[src/core/cla_pkg.sv]
// Constants, encodings and helpers for the compact low-register ALU decoder.
// Assumes a single core clock; no software-visible registers.
package cla_pkg;

   // Controller states and recognised instruction formats
   typedef enum logic [1:0] {CLA_IDLE, CLA_EXEC, CLA_MULW} cla_state_t;
   typedef enum logic [2:0] {
      FMT_SHIFT, FMT_ADDSUB, FMT_IMM8, FMT_PAIR, FMT_HI, FMT_OTHER
   } cla_fmt_t;

   // Timing
   localparam int CLK_PERIOD_NS = 8;
   localparam logic [1:0] MUL_EXTRA = 2'h3;

   // Register field width, flag reset value and full shift amount
   localparam int REG_W = 3;
   localparam logic [3:0] FLAGS_RST = 4'h0;
   localparam logic [7:0] SHIFT_FULL = 8'h20;

   // Format match values on the top bits
   localparam logic [2:0] FMT1_TOP = 3'h0;
   localparam logic [4:0] FMT2_TOP = 5'h03;
   localparam logic [2:0] FMT3_TOP = 3'h1;
   localparam logic [5:0] FMT4_TOP = 6'h10;
   localparam logic [5:0] FMT5_TOP = 6'h11;

   // Field positions
   localparam int DST_LO = 0;
   localparam int SRC_LO = 3;
   localparam int RN_LO = 6;
   localparam int IMM5_LO = 6;
   localparam int OP1_LO = 11;
   localparam int OP2_SUB = 9;
   localparam int OP2_IMM = 10;
   localparam int DST3_LO = 8;
   localparam int OP4_LO = 6;
   localparam int HI2_BIT = 6;
   localparam int HI1_BIT = 7;
   localparam int HOP_LO = 8;

   // Shift kinds; formats 1 use the first three directly
   localparam logic [1:0] SH_LSL = 2'h0;
   localparam logic [1:0] SH_LSR = 2'h1;
   localparam logic [1:0] SH_ASR = 2'h2;
   localparam logic [1:0] SH_ROR = 2'h3;

   // Immediate-format operations
   localparam logic [1:0] IMM_MOVE = 2'h0;
   localparam logic [1:0] IMM_COMPARE = 2'h1;
   localparam logic [1:0] IMM_ADD = 2'h2;
   localparam logic [1:0] IMM_SUB = 2'h3;

   // Register-pair operations
   localparam logic [3:0] PR_AND = 4'h0;
   localparam logic [3:0] PR_XOR = 4'h1;
   localparam logic [3:0] PR_SHL = 4'h2;
   localparam logic [3:0] PR_SHR = 4'h3;
   localparam logic [3:0] PR_SAR = 4'h4;
   localparam logic [3:0] PR_ADD_CARRY = 4'h5;
   localparam logic [3:0] PR_SUB_CARRY = 4'h6;
   localparam logic [3:0] PR_ROTATE = 4'h7;
   localparam logic [3:0] PR_AND_TEST = 4'h8;
   localparam logic [3:0] PR_NEGATE = 4'h9;
   localparam logic [3:0] PR_COMPARE = 4'ha;
   localparam logic [3:0] PR_COMPARE_NEG = 4'hb;
   localparam logic [3:0] PR_OR = 4'hc;
   localparam logic [3:0] PR_MULTIPLY = 4'hd;
   localparam logic [3:0] PR_BIT_CLEAR = 4'he;
   localparam logic [3:0] PR_MOVE_INV = 4'hf;

   function automatic cla_fmt_t cla_decode(input logic [15:0] ir);
      cla_fmt_t f;
      f = FMT_OTHER;
      if (ir[15:11] == FMT2_TOP)
         f = FMT_ADDSUB;
      else if (ir[15:13] == FMT1_TOP)
         f = FMT_SHIFT;
      else if (ir[15:13] == FMT3_TOP)
         f = FMT_IMM8;
      else if (ir[15:10] == FMT4_TOP)
         f = FMT_PAIR;
      else if (ir[15:10] == FMT5_TOP)
         f = FMT_HI;
      return f;
   endfunction

   // Returns {overflow, carry, sum}
   function automatic logic [33:0] cla_add(input logic [31:0] a,
                                           input logic [31:0] b,
                                           input logic cin);
      logic [32:0] s;
      s = {1'b0, a} + {1'b0, b} + {32'h0, cin};
      return {(a[31] == b[31]) && (s[31] != a[31]), s};
   endfunction

endpackage

[src/core/cla_shifter.sv]
// Barrel shifter with carry out for immediate and register shifts.
// Purely combinational; amount zero leaves value and carry untouched.
`timescale 1ns/100ps
`default_nettype none
module cla_shifter (
   // Operand
   input wire logic [31:0] val,
   input wire logic [7:0] amt,
   input wire logic [1:0] kind,
   input wire logic c_in,
   // Result
   output logic [31:0] res,
   output logic c_out
);
   import cla_pkg::*;

   always_comb begin
      logic [63:0] wide;
      wide = '0;
      res = val;
      c_out = c_in;
      if (amt != 8'h00) begin
         unique case (kind)
            SH_LSL: begin
               wide = {32'h0, val} << amt;
               res = wide[31:0];
               c_out = wide[32];
            end
            SH_LSR: begin
               wide = {val, 32'h0} >> amt;
               res = wide[63:32];
               c_out = wide[31];
            end
            SH_ASR: begin
               // Large amounts saturate to all sign bits
               wide = 64'($signed({val, 32'h0}) >>> amt);
               res = wide[63:32];
               c_out = wide[31];
            end
            SH_ROR: begin
               wide = {val, val} >> amt[4:0];
               res = wide[31:0];
               c_out = wide[31];
            end
         endcase
      end
   end
endmodule
`default_nettype wire

[src/core/cla_regfile.sv]
// Low register bank, eight words, one write and two registered reads.
// Reads sample the address at the clock edge; a write lands the same edge.
`timescale 1ns/100ps
`default_nettype none
module cla_regfile (
   // Clock and reset
   input wire logic clk_sys,
   input wire logic sys_rst,
   // Read ports
   input wire logic [2:0] rd_a_addr,
   input wire logic [2:0] rd_b_addr,
   output logic [31:0] rd_a_data,
   output logic [31:0] rd_b_data,
   // Write port
   input wire logic wr_en,
   input wire logic [2:0] wr_addr,
   input wire logic [31:0] wr_data
);
   logic [31:0] mem [8];

   always_ff @(posedge clk_sys) begin
      if (wr_en) begin
         mem[wr_addr] <= wr_data;
      end
   end

   always_ff @(posedge clk_sys or posedge sys_rst) begin
      if (sys_rst) begin
         rd_a_data <= '0;
         rd_b_data <= '0;
      end else begin
         rd_a_data <= mem[rd_a_addr];
         rd_b_data <= mem[rd_b_addr];
      end
   end
endmodule
`default_nettype wire

[src/core/cla_lo_alu_decode.sv]
// Decoder and executor for the shift, add/sub, immediate and register-pair
// formats of the compact instruction set, plus field split of the high
// register format. Fed one instruction at a time by the fetch stage.
`timescale 1ns/100ps
`default_nettype none
module cla_lo_alu_decode (
   // Clock and reset
   input wire logic clk_sys,
   input wire logic sys_rst,
   // Instruction issue
   input wire logic instr_valid,
   input wire logic [15:0] instr_data,
   output logic instr_ready,
   // Register preload from the core
   input wire logic ld_en,
   input wire logic [cla_pkg::REG_W-1:0] ld_addr,
   input wire logic [31:0] ld_data,
   // Completion
   output logic op_done,
   output logic op_unhandled,
   output logic res_wr,
   output logic [cla_pkg::REG_W-1:0] res_dst,
   output logic [31:0] res_data,
   // Status flags
   output logic flag_n,
   output logic flag_z,
   output logic flag_c,
   output logic flag_v,
   // High register format fields
   output logic hi_fmt,
   output logic [3:0] hi_dst,
   output logic [3:0] hi_src,
   output logic [1:0] hi_op
);
   import cla_pkg::*;

   typedef struct packed {
      cla_state_t st;
      logic [15:0] ir;
      logic [1:0] cnt;
      logic [3:0] nzcv;
      logic done;
      logic unh;
      logic wr;
      logic [2:0] dst;
      logic [31:0] data;
      logic hi_fmt;
      logic [3:0] hi_dst;
      logic [3:0] hi_src;
      logic [1:0] hi_op;
   } cla_ctl_t;

   cla_ctl_t s_ff;
   cla_ctl_t nxt_s;
   logic [15:0] cur_ir;
   cla_fmt_t cur_fmt;
   cla_fmt_t ex_fmt;
   logic [2:0] rd_a_addr;
   logic [2:0] rd_b_addr;
   logic [31:0] a;
   logic [31:0] b;
   logic [31:0] sh_res;
   logic sh_c;
   logic [7:0] sh_amt;
   logic [1:0] sh_kind;
   logic [4:0] imm5;
   logic [31:0] ex_res;
   logic [3:0] ex_nzcv;
   logic [2:0] ex_dst;
   logic ex_wr;
   logic ex_mul;
   logic ex_exec;
   logic commit;
   logic rf_we;

   // Before issue the read ports look at the incoming word, after it at
   // the held word, so operands stay put through a multiply
   assign cur_ir = (s_ff.st == CLA_IDLE) ? instr_data : s_ff.ir;
   assign cur_fmt = cla_decode(cur_ir);
   assign ex_fmt = cla_decode(s_ff.ir);
   assign ex_exec = (ex_fmt != FMT_HI) && (ex_fmt != FMT_OTHER);

   always_comb begin
      // Operand A is the shifted/added source in formats one and two and
      // the destination otherwise; only 3-bit fields ever reach the bank
      if (cur_fmt == FMT_SHIFT || cur_fmt == FMT_ADDSUB)
         rd_a_addr = cur_ir[SRC_LO +: 3];
      else if (cur_fmt == FMT_IMM8)
         rd_a_addr = cur_ir[DST3_LO +: 3];
      else
         rd_a_addr = cur_ir[DST_LO +: 3];
      if (cur_fmt == FMT_ADDSUB)
         rd_b_addr = cur_ir[RN_LO +: 3];
      else
         rd_b_addr = cur_ir[SRC_LO +: 3];
   end

   cla_regfile u_bank (
      .clk_sys(clk_sys),
      .sys_rst(sys_rst),
      .rd_a_addr(rd_a_addr),
      .rd_b_addr(rd_b_addr),
      .rd_a_data(a),
      .rd_b_data(b),
      .wr_en(rf_we | ld_en),
      .wr_addr(rf_we ? ex_dst : ld_addr),
      .wr_data(rf_we ? ex_res : ld_data)
   );

   // Immediate shifts of zero mean 32 for the right shifts
   assign imm5 = s_ff.ir[IMM5_LO +: 5];
   always_comb begin
      if (ex_fmt == FMT_SHIFT) begin
         sh_kind = s_ff.ir[OP1_LO +: 2];
         if (imm5 == 5'h00 && sh_kind != SH_LSL)
            sh_amt = SHIFT_FULL;
         else
            sh_amt = {3'h0, imm5};
      end else begin
         sh_kind = {s_ff.ir[OP4_LO + 2], s_ff.ir[OP4_LO]};
         sh_amt = b[7:0];
      end
   end

   cla_shifter u_shift (
      .val(a),
      .amt(sh_amt),
      .kind(sh_kind),
      .c_in(s_ff.nzcv[1]),
      .res(sh_res),
      .c_out(sh_c)
   );

   always_comb begin
      logic [33:0] sum;
      logic [63:0] prod;
      logic [31:0] opnd;
      logic c_new;
      logic v_new;
      logic arith;
      sum = '0;
      prod = a * b;
      opnd = '0;
      c_new = s_ff.nzcv[1];
      v_new = s_ff.nzcv[0];
      arith = 1'b0;
      ex_res = '0;
      ex_wr = 1'b0;
      ex_mul = 1'b0;
      ex_dst = s_ff.ir[DST_LO +: 3];
      unique case (ex_fmt)
         FMT_SHIFT: begin
            ex_res = sh_res;
            c_new = sh_c;
            ex_wr = 1'b1;
         end
         FMT_ADDSUB: begin
            opnd = s_ff.ir[OP2_IMM] ? {29'h0, s_ff.ir[RN_LO +: 3]} : b;
            sum = s_ff.ir[OP2_SUB] ? cla_add(a, ~opnd, 1'b1)
                                   : cla_add(a, opnd, 1'b0);
            arith = 1'b1;
            ex_wr = 1'b1;
         end
         FMT_IMM8: begin
            ex_dst = s_ff.ir[DST3_LO +: 3];
            opnd = {24'h0, s_ff.ir[7:0]};
            unique case (s_ff.ir[OP1_LO +: 2])
               IMM_MOVE: ex_res = opnd;
               IMM_COMPARE: sum = cla_add(a, ~opnd, 1'b1);
               IMM_ADD: sum = cla_add(a, opnd, 1'b0);
               IMM_SUB: sum = cla_add(a, ~opnd, 1'b1);
            endcase
            ex_wr = s_ff.ir[OP1_LO +: 2] != IMM_COMPARE;
            arith = s_ff.ir[OP1_LO +: 2] != IMM_MOVE;
         end
         FMT_PAIR: begin
            ex_wr = 1'b1;
            arith = s_ff.ir[OP4_LO +: 4] inside {PR_ADD_CARRY,
               PR_SUB_CARRY, PR_COMPARE, PR_COMPARE_NEG, PR_NEGATE};
            unique case (s_ff.ir[OP4_LO +: 4])
               PR_AND: ex_res = a & b;
               PR_XOR: ex_res = a ^ b;
               PR_OR: ex_res = a | b;
               PR_BIT_CLEAR: ex_res = a & ~b;
               PR_MOVE_INV: ex_res = ~b;
               PR_SHL, PR_SHR, PR_SAR, PR_ROTATE: begin
                  ex_res = sh_res;
                  c_new = sh_c;
               end
               PR_ADD_CARRY: sum = cla_add(a, b, s_ff.nzcv[1]);
               PR_SUB_CARRY: sum = cla_add(a, ~b, s_ff.nzcv[1]);
               PR_AND_TEST: begin
                  ex_res = a & b;
                  ex_wr = 1'b0;
               end
               PR_COMPARE: begin
                  sum = cla_add(a, ~b, 1'b1);
                  ex_wr = 1'b0;
               end
               PR_COMPARE_NEG: begin
                  sum = cla_add(a, b, 1'b0);
                  ex_wr = 1'b0;
               end
               PR_NEGATE: sum = cla_add(32'h0, ~b, 1'b1);
               PR_MULTIPLY: begin
                  ex_res = prod[31:0];
                  ex_mul = 1'b1;
               end
            endcase
         end
         FMT_HI, FMT_OTHER: begin
         end
      endcase
      // Arithmetic ops report through the adder; shifts take C from the shifter, other ops keep C and V.
      // Selected by opcode, not by a non-zero sum, so 0 + 0 clears C and V
      if (arith) begin
         ex_res = sum[31:0];
         c_new = sum[32];
         v_new = sum[33];
      end
      ex_nzcv = {ex_res[31], ex_res == 32'h0, c_new, v_new};
   end

   always_comb begin
      nxt_s = s_ff;
      nxt_s.done = 1'b0;
      nxt_s.unh = 1'b0;
      nxt_s.wr = 1'b0;
      commit = 1'b0;
      unique case (s_ff.st)
         CLA_IDLE: begin
            if (instr_valid) begin
               nxt_s.ir = instr_data;
               nxt_s.st = CLA_EXEC;
               nxt_s.hi_fmt = cur_fmt == FMT_HI;
               nxt_s.hi_dst = {instr_data[HI1_BIT],
                               instr_data[DST_LO +: 3]};
               nxt_s.hi_src = {instr_data[HI2_BIT],
                               instr_data[SRC_LO +: 3]};
               nxt_s.hi_op = instr_data[HOP_LO +: 2];
            end
         end
         CLA_EXEC: begin
            // Multiply holds extra cycles like its full-width form
            if (ex_mul) begin
               nxt_s.st = CLA_MULW;
               nxt_s.cnt = MUL_EXTRA - 2'h1;
            end else begin
               commit = 1'b1;
            end
         end
         CLA_MULW: begin
            if (s_ff.cnt == 2'h0)
               commit = 1'b1;
            else
               nxt_s.cnt = s_ff.cnt - 2'h1;
         end
         default: nxt_s.st = CLA_IDLE;
      endcase
      if (commit) begin
         nxt_s.st = CLA_IDLE;
         if (ex_exec) begin
            nxt_s.done = 1'b1;
            nxt_s.wr = ex_wr;
            nxt_s.dst = ex_dst;
            nxt_s.data = ex_res;
            nxt_s.nzcv = ex_nzcv;
         end else begin
            nxt_s.unh = 1'b1;
         end
      end
   end

   // A preload colliding with a committed register write is dropped; the core owns ordering
   assign rf_we = commit && ex_exec && ex_wr;

   always_ff @(posedge clk_sys or posedge sys_rst) begin
      if (sys_rst)
         s_ff <= '0;
      else
         s_ff <= nxt_s;
   end

   assign instr_ready = s_ff.st == CLA_IDLE;
   assign op_done = s_ff.done;
   assign op_unhandled = s_ff.unh;
   assign res_wr = s_ff.wr;
   assign res_dst = s_ff.dst;
   assign res_data = s_ff.data;
   assign {flag_n, flag_z, flag_c, flag_v} = s_ff.nzcv;
   assign hi_fmt = s_ff.hi_fmt;
   assign hi_dst = s_ff.hi_dst;
   assign hi_src = s_ff.hi_src;
   assign hi_op = s_ff.hi_op;
endmodule
`default_nettype wire

[config.mk]
export PLATFORM = sky130hd
export DESIGN_NAME = cla_lo_alu_decode
export DESIGN_NICKNAME = d
export VERILOG_FILES = /design/src/core/cla_pkg.sv /design/src/core/cla_shifter.sv /design/src/core/cla_regfile.sv /design/src/core/cla_lo_alu_decode.sv
export SDC_FILE = /design/constraint.sdc
export NUM_CORES = 2
export LEC_CHECK = 0
export ABC_CLOCK_PERIOD_IN_PS = 23600
export BUFFER_PORTS_ARGS = -buffer_cell sky130_fd_sc_hd__buf_2
export CAP_MARGIN = 20
export CELL_PAD_IN_SITES_DETAIL_PLACEMENT = 1
export CELL_PAD_IN_SITES_GLOBAL_PLACEMENT = 2
export CORE_ASPECT_RATIO = 1.1
export CORE_UTILIZATION = 44
export DETAILED_ROUTE_END_ITERATION = 6
export GPL_ROUTABILITY_DRIVEN = 0
export PLACE_DENSITY = 0.91
export SETUP_SLACK_MARGIN = 0.1
export SLEW_MARGIN = 25
export SYNTH_ARGS = -nofsm -noshare
export SYNTH_HDL_FRONTEND = slang
export SYNTH_SLANG_ARGS = --single-unit
[constraint.sdc]
create_clock -name clk_sys -period 23.6 [get_ports clk_sys]
set_input_delay 3.54 -clock clk_sys [delete_from_list [all_inputs] [get_ports clk_sys]]
set_output_delay 3.54 -clock clk_sys [all_outputs]
set_load 0.03 [all_outputs]
==> impl_metrics.py <==
metrics = {
    "clock_tree": {
        "cts.sinks": 382,
        "clockRootBuffer": "clkbuf_16",
        "post_cts_buffers": 0,
        "cts_resized": 0,
        "cts-htree-levels": 2,
        "cts_buffer_depth": 3,
        "cts_tree": "done",
        "clk_pin_slew_ns": 0.07,
        "insertion_delay_ns": 0.57,
        "ctsHoldBuffers": 0,
        "numCtsBuffers": 35,
    },
    "placement": {
        "post_dp_cell_area_um2": 57300,
        "io_buffers": 108,
        "dp_hpwl_um": 207000,
        "dpl_worst_slack_ns": 13.17,
    },
    "synth": {
        "synth.distinct_cells": 116,
        "yosys-top-cells-area": "fa_1, edfxtp_1, ha_1",
        "synth_edf_count": 256,
        "mappedNetlistArea_um2": 55100,
        "ys_async_sr_fraction": 0.330,
        "synth.yosys.seq_area_share": 0.197,
        "syn_nets": 7491,
        "synth.top_cell.area_share": 0.151,
        "synthCells": 6709,
        "synth_flop_cell": "edfxtp_1",
        "syn_avg_cell_area_um2": 8.21,
        "synth_top_area_cell": "fa_1",
        "synth-seq-cells": 382,
        "yosysWarnings": 0,
    },
    "floorplanning": {
        "core.rowCount": 135,
        "die_y_um": 373,
        "core_area_um2": 124000,
        "ios": 109,
        "die_w_um": 339,
        "start_util": 0.445,
        "design.die.area_um2": 127000,
    },
    "critical_path": {
        "crit_fanout": 31,
        "start_kind": "register",
        "crit_end": "u_bank.mem[7][30]",
        "crit_path_end_kind": "register",
        "rr_worst_depth": 29,
        "worstPathArrival_ns": 11.45,
        "critPathMaxStageDelay_ns": 1.06,
        "reg2reg_setup_slack_ns": 12.41,
        "crit_slowest_cell": "o21ai_0",
        "cp.required_ns": 23.86,
        "rr_startpoint": "u_bank.rd_a_data[8]",
        "critPathKind": "register to register",
        "r2r-end": "u_bank.mem[7][30]",
        "startpoint": "u_bank.rd_a_data[8]",
    },
    "timing": {
        "setup-violations-final": 0,
        "max_slew_margin": 0.0715,
        "fmax_mhz": 89.3,
        "fin_crit_sh": 0.474,
        "finalClockSkew_ns": 0.0268,
        "slew_viol_final": 0,
        "tns_ns": 0,
        "finalWorstSetupSlack_ns": 12.41,
        "fin_crit_ns": 11.19,
        "hold_viol": 0,
        "worst_pin_slew_ns": 1.38,
        "rsz0062_at_grt": "false",
    },
    "global_routing": {
        "grt_max_degree": 93,
        "grt_overflow_total": 0,
        "antenna_found_initial": 42,
        "grt_pass1_vias": 58300,
        "grt_pass1_wl_um": 411000,
        "grt.total_usage": 0.445,
    },
    "layout": {
        "fin_area_um2": 58800,
        "fin_nets": 7326,
        "drive_gt1_frac": 0.104,
        "utilization": 0.475,
        "syn2layout_area_growth_pct": 6.70,
    },
    "routing": {
        "drc": 32,
        "routed_via_density": 7.10,
        "drtIter0Drc": 8207,
        "dr.pass1.iters": 7,
        "antenna_left": 0,
        "wl_um": 287000,
        "avgRoutedWirePerCell_um": 34.8,
        "vias": 58500,
    },
    "status": {
        "status": "complete, but fails checks",
        "violations": "DRC",
    },
    "run": {
        "cap_violations": 0,
    },
    "min_path": {
        "hp-class": "register to register",
    },
}
==> Yosys cell counts (23+ instances only) <==
library cell  instances
nand2_1             718
xnor2_1             231
a2111oi_0            29
inv_1               546
a211oi_1             91
o21a_1               32
o21bai_1             25
o211ai_1             75
or3_1                42
nor2_1              868
and2_1               23
a31oi_1              66
xor2_1               43
nand3_1             163
mux2_2               71
fa_1                414
nor4_1               61
buf_2                50
ha_1                313
and3_1               41
o22ai_1              70
a22oi_1              39
clkinv_1             30
nand2b_1             75
a21oi_1             330
clkbuf_1            334
edfxtp_1            256
buf_1                91
a221oi_1             55
o31ai_1              43
o221ai_1             39
nor3_1              173
nand4_1              35
a21o_1               43
o21ai_0             344
dfrtp_1             126
mux4_2               78
a211o_1              28
buf_4                48
mux2i_1             112
nor2b_1              39
==> logic make-up after synthesis <==
group / count (synthesis) / synth area share
flip-flops: 382 / 0.197
XOR/XNOR: 274 / 0.0436
multiplexers: 263 / 0.0673
AND/OR/NAND/NOR: 2383 / 0.197
adder cells (fa/ha/maj): 727 / 0.222
AO/OA/AOI/OAI: 1575 / 0.194
buffers and inverters: 1105 / 0.0799
==> cells in the final DEF, fill, tap and decap left out, types with 42 or more instances in the layout <==
cell type / netlist / final
buf_4: 48 / 207
inv_1: 546 / 544
o22ai_1: 70 / 68
fa_1: 414 / 414
a221oi_1: 55 / 55
xor2_1: 43 / 43
dfrtp_1: 126 / 121
nor2_1: 868 / 855
edfxtp_1: 256 / 256
a211oi_1: 91 / 88
nor4_1: 61 / 59
nand2b_1: 75 / 75
o31ai_1: 43 / 42
xnor2_1: 231 / 231
or3_1: 42 / 42
nor3_1: 173 / 171
nand3_1: 163 / 163
mux2_2: 71 / 70
mux2i_1: 112 / 105
ha_1: 313 / 313
a21oi_1: 330 / 326
a31oi_1: 66 / 63
o21ai_0: 344 / 338
o211ai_1: 75 / 75
a21o_1: 43 / 42
nand2_1: 718 / 718
mux4_2: 78 / 77
buf_2: 50 / 108
==> worst min-delay path by stage <==
stage | start | to | slack (ns) | depth (start not counted)
floorplan | res_data[27] | res_data[27] | 0.45 | 2
global placement | res_data[27] | res_data[27] | 0.46 | 2
detailed placement | res_data[27] | res_data[27] | 0.47 | 2
CTS | res_data[12] | res_data[12] | 0.49 | 2
global route | res_data[6] | res_data[6] | 0.51 | 2
finish | res_data[12] | res_data[12] | 0.49 | 2
==> through the flow <==
step,hold WS [ns],cells
after global placement,0.457,8141
after CTS,0.487,8206
after floorplan,0.447,6709
after detailed placement,0.467,8142
after global routing,0.511,8217
final,0.487,8235
==> sequential cells by signal, indices dropped and copies added (netlist names), 3 cells and up <==
| register | flops |
|---|---|
| u_bank.rd_b_data | 32 |
| res_dst | 3 |
| res_data | 31 |
| u_bank.mem | 256 |
| s_ff | 15 |
| u_bank.rd_a_data | 32 |
| imm5 | 5 |
==> per-layer routing <==
| metal | share of wire | wire length, um | global-route usage |
|---|---|---|---|
| met1 | 0.34 | 97800 | 0.510 |
| met2 | 0.41 | 119000 | 0.644 |
| met3 | 0.14 | 40500 | 0.190 |
| met4 | 0.10 | 29400 | 0.357 |
| met5 | 0.00093 | 266 | 0 |
==> area by class of cell <==
cell class | count | area (um2)
clock inverter | 19 | 198
clock buffer | 45 | 975
timing repair buffer | 322 | 2190
inverter | 581 | 2190
antenna | 20 | 50.0
tap | 1644 | 2060
fill | 14900 | 64900
multi-input combinational | 5222 | 40300
sequential | 382 | 10800
==> critical path: cells and delay by family, from the launching register on <==
kind            cells  cell delay (ns)
compound gates     10             3.49
xor+xnor            1             0.16
fa+ha+maj           9             3.84
buf+inv             4             1.50
flops               1             0.34
simple gates        5             1.50
Power is not shown: default switching activity piles up to over one toggle a cycle in this logic, so the estimate is an artifact.
